--- config.mk ---
export PLATFORM = sky130hd
export DESIGN_NAME = cie_exit_unit
export DESIGN_NICKNAME = d
export VERILOG_FILES = /design/src/cie_pkg.sv /design/src/cie_dec_if.sv /design/src/cie_exit_unit.sv /design/src/cie_exit_decoder.sv
export SDC_FILE = /design/constraint.sdc
export NUM_CORES = 1
export LEC_CHECK = 0
export BUFFER_PORTS_ARGS = -buffer_cell sky130_fd_sc_hd__buf_4
export CORE_MARGIN = 8
export CORE_UTILIZATION = 45
export DETAILED_ROUTE_END_ITERATION = 10
export PLACE_DENSITY = 0.75
export SKIP_LAST_GASP = 1
export SYNTH_ARGS = -nofsm -noshare
export SYNTH_HDL_FRONTEND = slang
export SYNTH_SLANG_ARGS = --single-unit
--- constraint.sdc ---
create_clock -name clk -period 2.5 [get_ports clk]
set_clock_uncertainty 0.1 [all_clocks]
set_input_delay 0.25 -clock clk [delete_from_list [all_inputs] [get_ports clk]]
set_output_delay 0.25 -clock clk [all_outputs]
set_load 0.01 [all_outputs]
--- src/cie_pkg.sv ---
// Package for the conditional exit unit: opcode fields, conditions, resets.
package cie_pkg;

  // ---------------------------------------------------------------
  // Widths
  // ---------------------------------------------------------------
  localparam int unsigned WORD_W  = 16;
  localparam int unsigned IPS_W   = 2;
  localparam int unsigned FLAGS_W = 3;

  // ---------------------------------------------------------------
  // Flag vector positions
  // ---------------------------------------------------------------
  localparam int unsigned FLAG_CARRY = 0;
  localparam int unsigned FLAG_ZERO  = 1;
  localparam int unsigned FLAG_SIGN  = 2;

  // ---------------------------------------------------------------
  // Opcode field positions
  // ---------------------------------------------------------------
  localparam int unsigned COND_HI  = 15;
  localparam int unsigned COND_LO  = 12;
  localparam int unsigned GRP_HI   = 11;
  localparam int unsigned GRP_LO   = 8;
  localparam int unsigned KIND_HI  = 7;
  localparam int unsigned KIND_LO  = 4;
  localparam int unsigned TAIL_HI  = 3;
  localparam int unsigned TAIL_LO  = 0;

  // ---------------------------------------------------------------
  // Opcode field values
  // ---------------------------------------------------------------
  localparam logic [3:0] GRP_EXIT      = 4'hC;
  localparam logic [3:0] TAIL_EXIT     = 4'hD;
  localparam logic [3:0] KIND_SUB_EXIT = 4'h0;
  localparam logic [3:0] KIND_INT_EXIT = 4'h8;

  localparam logic [3:0] COND_ALWAYS = 4'h8;
  localparam logic [3:0] COND_C      = 4'hA;
  localparam logic [3:0] COND_NC     = 4'hE;
  localparam logic [3:0] COND_Z      = 4'h9;
  localparam logic [3:0] COND_NZ     = 4'hD;
  localparam logic [3:0] COND_S      = 4'hC;

  // ---------------------------------------------------------------
  // Reset and fixed values
  // ---------------------------------------------------------------
  localparam logic [WORD_W-1:0]  IP_RST      = 16'h0000;
  localparam logic [WORD_W-1:0]  SP_RST      = 16'h0000;
  localparam logic [IPS_W-1:0]   IPS_RST     = 2'h3;
  localparam logic [IPS_W-1:0]   IPS_ACK_OK  = 2'h3;
  localparam logic [FLAGS_W-1:0] FLAGS_RST   = 3'h0;
  localparam logic [WORD_W-1:0]  WORD_ONE    = 16'h0001;

  typedef enum logic [1:0] {
    ST_IDLE = 2'b01,
    ST_EXEC = 2'b10
  } cie_state_e;

endpackage

--- src/cie_dec_if.sv ---
// Interface joining the sequencer to the exit decoder.
`timescale 1ns/10ps
interface cie_dec_if;
  import cie_pkg::*;

  logic [WORD_W-1:0]  opWord;
  logic [FLAGS_W-1:0] flags;
  logic               isExit;
  logic               isIntExit;
  logic               condMet;

  modport core (
    output opWord,
    output flags,
    input  isExit,
    input  isIntExit,
    input  condMet
  );

  modport dec (
    input  opWord,
    input  flags,
    output isExit,
    output isIntExit,
    output condMet
  );
endinterface

--- src/cie_exit_unit.sv ---
// Exit unit: executes subroutine and interrupt exits, owns pointer state.
`timescale 1ns/10ps

// How it works
// - Subroutine exit CC0D loads the pointer from the stack top on sign set, else adds one.
// - Exit 8C8D pops the stack top into the instruction pointer, stack pointer minus one.
// - Any taken interrupt exit sets the interrupt level state to binary 11, reopening acks.
// - Carry exit AC8D does a full interrupt exit on carry 1, else only steps the pointer.
// - Two carry forms exist, one taken on carry set and one taken only on carry clear.
// - Two zero forms exist, one taken on zero set and one taken only on zero clear.
// - The sign form does a full interrupt exit only on sign set, else falls through.
// - Other interrupt exits differ by top nibble: E no carry, 9 zero, D no zero, C sign.
module cie_exit_unit
  import cie_pkg::*;
(
  input  wire logic                clk,
  input  wire logic                sys_rst,
  input  wire logic                instrValid,
  input  wire logic [WORD_W-1:0]   instrWord,
  output logic                     instrReady,
  input  wire logic [WORD_W-1:0]   stackTopWord,
  input  wire logic                flagWrite,
  input  wire logic [FLAGS_W-1:0]  flagValue,
  input  wire logic                ipsWrite,
  input  wire logic [IPS_W-1:0]    ipsValue,
  output logic [WORD_W-1:0]        instruction_pointer,
  output logic [WORD_W-1:0]        stack_pointer,
  output logic [IPS_W-1:0]         interrupt_level_state,
  output logic [FLAGS_W-1:0]       statusFlags,
  output logic                     retireStrobe,
  output logic                     exitTaken,
  output logic                     unknownOp
);

  // ---------------------------------------------------------------
  // State
  // ---------------------------------------------------------------
  cie_state_e         state_q;
  cie_state_e         state_d;
  logic [WORD_W-1:0]  opWord_q;
  logic [WORD_W-1:0]  ip_q;
  logic [WORD_W-1:0]  ip_d;
  logic [WORD_W-1:0]  sp_q;
  logic [WORD_W-1:0]  sp_d;
  logic [IPS_W-1:0]   ips_q;
  logic [IPS_W-1:0]   ips_d;
  logic [FLAGS_W-1:0] flags_q;
  logic               ready_q;
  logic               retire_q;
  logic               taken_q;
  logic               unknown_q;
  logic               execNow;
  logic               takeExit;
  logic               takeIntExit;

  cie_dec_if decBus ();

  cie_exit_decoder u_dec (
    .dec (decBus.dec)
  );

  assign decBus.opWord = opWord_q;
  assign decBus.flags  = flags_q;

  // ---------------------------------------------------------------
  // Sequencer
  // ---------------------------------------------------------------
  // Two steps per opcode: the stack top is read from a synchronous
  // memory addressed by stack_pointer, so it is valid one cycle later.
  always_comb begin
    state_d = state_q;
    case (state_q)
      ST_IDLE: begin
        if (instrValid) begin
          state_d = ST_EXEC;
        end
      end
      ST_EXEC: begin
        state_d = ST_IDLE;
      end
      default: begin
        state_d = ST_IDLE;
      end
    endcase
  end

  always_ff @(posedge clk) begin
    if (sys_rst) begin
      state_q <= ST_IDLE;
    end else begin
      state_q <= state_d;
    end
  end

  always_ff @(posedge clk) begin
    if (sys_rst) begin
      opWord_q <= 16'h0000;
    end else if (state_q == ST_IDLE && instrValid) begin
      opWord_q <= instrWord;
    end
  end

  always_ff @(posedge clk) begin
    if (sys_rst) begin
      ready_q <= 1'b1;
    end else begin
      ready_q <= (state_d == ST_IDLE);
    end
  end

  // ---------------------------------------------------------------
  // Execute
  // ---------------------------------------------------------------
  always_comb begin
    execNow     = (state_q == ST_EXEC);
    takeExit    = execNow && decBus.isExit && decBus.condMet;
    takeIntExit = takeExit && decBus.isIntExit;
  end

  // Instruction pointer: pop on a taken exit, otherwise step by one
  always_comb begin
    ip_d = ip_q;
    if (takeExit) begin
      ip_d = stackTopWord;
    end else if (execNow) begin
      ip_d = ip_q + WORD_ONE;
    end
  end

  // Stack pointer: every taken exit is a pop
  always_comb begin
    sp_d = sp_q;
    if (takeExit) begin
      sp_d = sp_q - WORD_ONE;
    end
  end

  // Interrupt level: a taken interrupt exit wins over a same-cycle controller write so
  // that a finished handler always reopens acknowledgement.
  always_comb begin
    ips_d = ips_q;
    if (takeIntExit) begin
      ips_d = IPS_ACK_OK;
    end else if (ipsWrite) begin
      ips_d = ipsValue;
    end
  end

  always_ff @(posedge clk) begin
    if (sys_rst) begin
      ip_q <= IP_RST;
    end else begin
      ip_q <= ip_d;
    end
  end

  always_ff @(posedge clk) begin
    if (sys_rst) begin
      sp_q <= SP_RST;
    end else begin
      sp_q <= sp_d;
    end
  end

  always_ff @(posedge clk) begin
    if (sys_rst) begin
      ips_q <= IPS_RST;
    end else begin
      ips_q <= ips_d;
    end
  end

  // Flags change only by the external write port; exits never touch them
  always_ff @(posedge clk) begin
    if (sys_rst) begin
      flags_q <= FLAGS_RST;
    end else if (flagWrite) begin
      flags_q <= flagValue;
    end
  end

  // ---------------------------------------------------------------
  // Status pulses
  // ---------------------------------------------------------------
  always_ff @(posedge clk) begin
    if (sys_rst) begin
      retire_q <= 1'b0;
    end else begin
      retire_q <= execNow;
    end
  end

  always_ff @(posedge clk) begin
    if (sys_rst) begin
      taken_q <= 1'b0;
    end else begin
      taken_q <= takeExit;
    end
  end

  // Unknown codes still retire and step the pointer, so software sees them
  always_ff @(posedge clk) begin
    if (sys_rst) begin
      unknown_q <= 1'b0;
    end else begin
      unknown_q <= execNow && !decBus.isExit;
    end
  end

  // ---------------------------------------------------------------
  // Outputs
  // ---------------------------------------------------------------
  assign instrReady            = ready_q;
  assign instruction_pointer   = ip_q;
  assign stack_pointer         = sp_q;
  assign interrupt_level_state = ips_q;
  assign statusFlags           = flags_q;
  assign retireStrobe          = retire_q;
  assign exitTaken             = taken_q;
  assign unknownOp             = unknown_q;

endmodule

--- src/cie_exit_decoder.sv ---
// Combinational decoder for the conditional exit opcodes.
`timescale 1ns/10ps
module cie_exit_decoder
  import cie_pkg::*;
(
  cie_dec_if.dec dec
);

  // ---------------------------------------------------------------
  // Condition test
  // ---------------------------------------------------------------
  function automatic logic condTrue(input logic [3:0] cond, input logic [FLAGS_W-1:0] f);
    logic r;
    r = 1'b0;
    case (cond)
      COND_ALWAYS: r = 1'b1;
      COND_C:      r = f[FLAG_CARRY];
      COND_NC:     r = ~f[FLAG_CARRY];
      COND_Z:      r = f[FLAG_ZERO];
      COND_NZ:     r = ~f[FLAG_ZERO];
      COND_S:      r = f[FLAG_SIGN];
      default:     r = 1'b0;
    endcase
    return r;
  endfunction

  function automatic logic condKnown(input logic [3:0] cond);
    logic r;
    r = 1'b0;
    case (cond)
      COND_ALWAYS, COND_C, COND_NC, COND_Z, COND_NZ, COND_S: r = 1'b1;
      default: r = 1'b0;
    endcase
    return r;
  endfunction

  // ---------------------------------------------------------------
  // Field match
  // ---------------------------------------------------------------
  logic [3:0] cond;
  logic [3:0] kind;
  logic       frame;

  always_comb begin
    cond  = dec.opWord[COND_HI:COND_LO];
    kind  = dec.opWord[KIND_HI:KIND_LO];
    frame = (dec.opWord[GRP_HI:GRP_LO] == GRP_EXIT)
         && (dec.opWord[TAIL_HI:TAIL_LO] == TAIL_EXIT)
         && condKnown(cond);
    dec.isExit    = frame && ((kind == KIND_SUB_EXIT) || (kind == KIND_INT_EXIT));
    dec.isIntExit = frame && (kind == KIND_INT_EXIT);
    dec.condMet   = condTrue(cond, dec.flags);
  end

endmodule

==> reports/metrics.yaml <==
outcome:
  status: "complete, no violations"
layout:
  antenna_cells: 0
  seqCellArea_mm2: 0.00118
  final_cell_mix: "88 x buf_4, 59 x dfxtp_1, 52 x nand2_1"
  instances_no_fill: 490
  multi_input_area_mm2: 0.00142
  drive_gt1_share_pct: 27.2
  area_delta_synth_final_pct: 34.6
  fin_nets: 454
  final_common_cell: "buf_4"
  fillers: 516
synthesis:
  synthTopCellsByArea: "dfxtp_1 43%, a21oi_1 7.7%, nand2_1 7.2%"
  syn_area_mm2: 0.00273
  yosysTopAreaCell: "dfxtp_1"
  synth_seq_cells: 59
  yosysUniqueCellTypes: 43
  syn_area_per_cell_um2: 8.24
  synth.top_cell.area_share_pct: 43.3
  synth_edf_count: 0
  synth_nets: 375
  seq_area_frac_synth_pct: 43.3
  synth_ff_type: "dfxtp_1"
  async_flop_share_pct: 0
  yosys_warnings: 0
  netlist_instances: 331
power_and_ir_drop:
  pwr-share-clk_pct: 49.8
  netSwitchingFraction_pct: 20.4
  p_sw_mw: 0.463
  power_frac_comb_pct: 6.8
  seqPwrFrac_pct: 43.4
  p_leak_nw: 1.57
  total_power_mw: 2.28
  powerDensity_mw_per_mm2: 621
  p_int_mw: 1.81
  ir_drop_v: 0.000388
floorplan:
  die_h_um: 93.8
  core_area_mm2: 0.00589
  dieArea_mm2: 0.00881
  fp-row-count: 28
  die_w_um: 93.8
  start_util_pct: 46.3
  io_pins: 83
worst_setup_path:
  worstSetupPathType: "flop to flop"
  cp_data_required_time_ps: 2670
  rrSetupSlack_ps: 120
  worstPathArrival_ps: 2550
  path_max_fanout: 7
  startpoint_type: "flop"
  crit_path_end_kind: "flop"
cts:
  cts_hold_buf: 0
  cts_tree: "done"
  cts_setup_buffers: 0
  clk_pin_slew_ps: 70
  cts.sinks: 59
  clock_path_buffers: 2
  root_buffer: "clkbuf_8"
  htree_levels: 3
  cts_made_buffers: 9
  clock_latency_ps: 340
detailed_routing:
  drt_wl_total_mm: 7.47
  vias: 2694
  drt_pass1_iterations: 4
  avgViaCountPerCell: 5.50
  drt_iter0_drc: 178
  drc: 0
  post_drt_wl_per_cell_um: 15.2
  postRouteAntennaNets: 0
sta:
  tightest_slew_ps: 609
  rsz0062_at_grt: "false"
  finalSetupViolations: 0
  tns_ps: 0
  fin_crit_sh_pct: 95.1
  hold_viol_final: 0
  setup_ws_ps: 122
  max_clock_freq_mhz: 420
  slew_violations: 0
  slew_headroom_pct: 59.3
  min_period_ps: 2380
global_route:
  grt_pass1_vias: 2627
  grt_use_total_pct: 17.7
  antenna_found_initial: 0
  grt_pass1_wl_mm: 12.5
  grt_max_degree: 53
  grt_overflow: 0
worst_hold_path:
  min_path_type: "input port to flop"
place:
  dp.final_hpwl_mm: 5.37
  routabilityCongestion: 0.784
  pre_cts_slack_ps: 147
  portBuffers: 82
  dp.cells: 474
flow_run:
  maxCapViolations: 0
-- per-layer routing --
layer,vias up,global-route usage [%],share of wire (%)
li1,1350,-,-
met1,1245,21.6,44
met2,83,26.9,46
met3,16,5.36,7.2
met4,0,9.91,2.6
met5,-,0,0
-- path summary, 6_finish.rpt --
kind                                       start                       end  cells past startpoint
worst max-delay path            stack_pointer[4]         stack_pointer[11]                      5
worst min register to register  decBus.opWord[3]          decBus.opWord[3]                      2
worst min-delay path                 ipsValue[1]  interrupt_level_state[1]                      3
worst max register to register  stack_pointer[4]         stack_pointer[11]                      5
-- logic make-up after synthesis --
logic type               count (synthesis)  share of synthesized area, %
AO/OA/AOI/OAI                           78                          17.6
XOR/XNOR                                 4                          1.29
adder cells (fa/ha/maj)                  2                         0.918
buffers and inverters                   34                          4.68
flip-flops                              59                          43.3
multiplexers                            15                          5.64
AND/OR/NAND/NOR                        139                          26.6
-- state kept, by name, indices dropped and copies added (netlist names) --
register,flops
stack_pointer,16
instruction_pointer,16
interrupt_level_state,2
decBus.opWord,16
instrReady,1
exitTaken,1
unknownOp,1
retireStrobe,1
statusFlags,3
state_q,2
-- through the flow --
stage / hold WS, ps / util [%] / cell area [um2]
detailed placement: 341 / 57.9 / 3410
global route: 26.9 / 62.3 / 3670
finish: 31.1 / 62.3 / 3670
floorplan: 277 / - / 2730
global placement: 341 / 57.9 / 3410
CTS: 13.3 / 62.2 / 3660
-- worst max-delay path, cell delays in order, from the launching register on --
cell and delay (ps):
dfxtp_1 360, or4_4 560, or3_4 350, or4_1 490, or3_1 310, a21oi_1 130
-- final cells by class --
type | instances | area share [%]
clock buffer | 11 | 3.58
timing repair buffer | 88 | 18.0
inverter | 14 | 1.43
clock inverter | 5 | 3.41
multi-input combinational | 238 | 38.8
sequential | 59 | 32.2
tap | 75 | 2.56
-- Yosys cell counts (all sizes together) (3+ instances only) --
master	count
nor4	3
o31ai	8
mux2i	12
and4	3
or3	12
nand3	14
inv	14
clkbuf	20
dfxtp	59
a31oi	3
nor2	18
nand2	52
mux2	3
nor4bb	3
nor2b	3
a21oi	42
or4	11
nand4	8
o32ai	5
xnor2	3
and3	3
o21ai	7
-- power by group through the flow --
stage	clock network, mW	registers (mW)	logic [mW]
6_report	1.13	0.988	0.155
5_1_grt	1.21	0.992	0.172
4_1_cts	1.15	0.988	0.157
3_5_place_dp	0	1.01	0.156
3_3_place_gp	0	1.01	0.154
2_1_floorplan	0	1.01	0.0696
-- what timing repair did --
| action | in CTS | in global routing |
|---|---|---|
| setup endpoints to repair | 0 | 1 |
| hold endpoints to repair | 0 | 0 |
| resized for setup | 0 | 1 |
No activity file was read; power rests on OpenSTA's default activity.
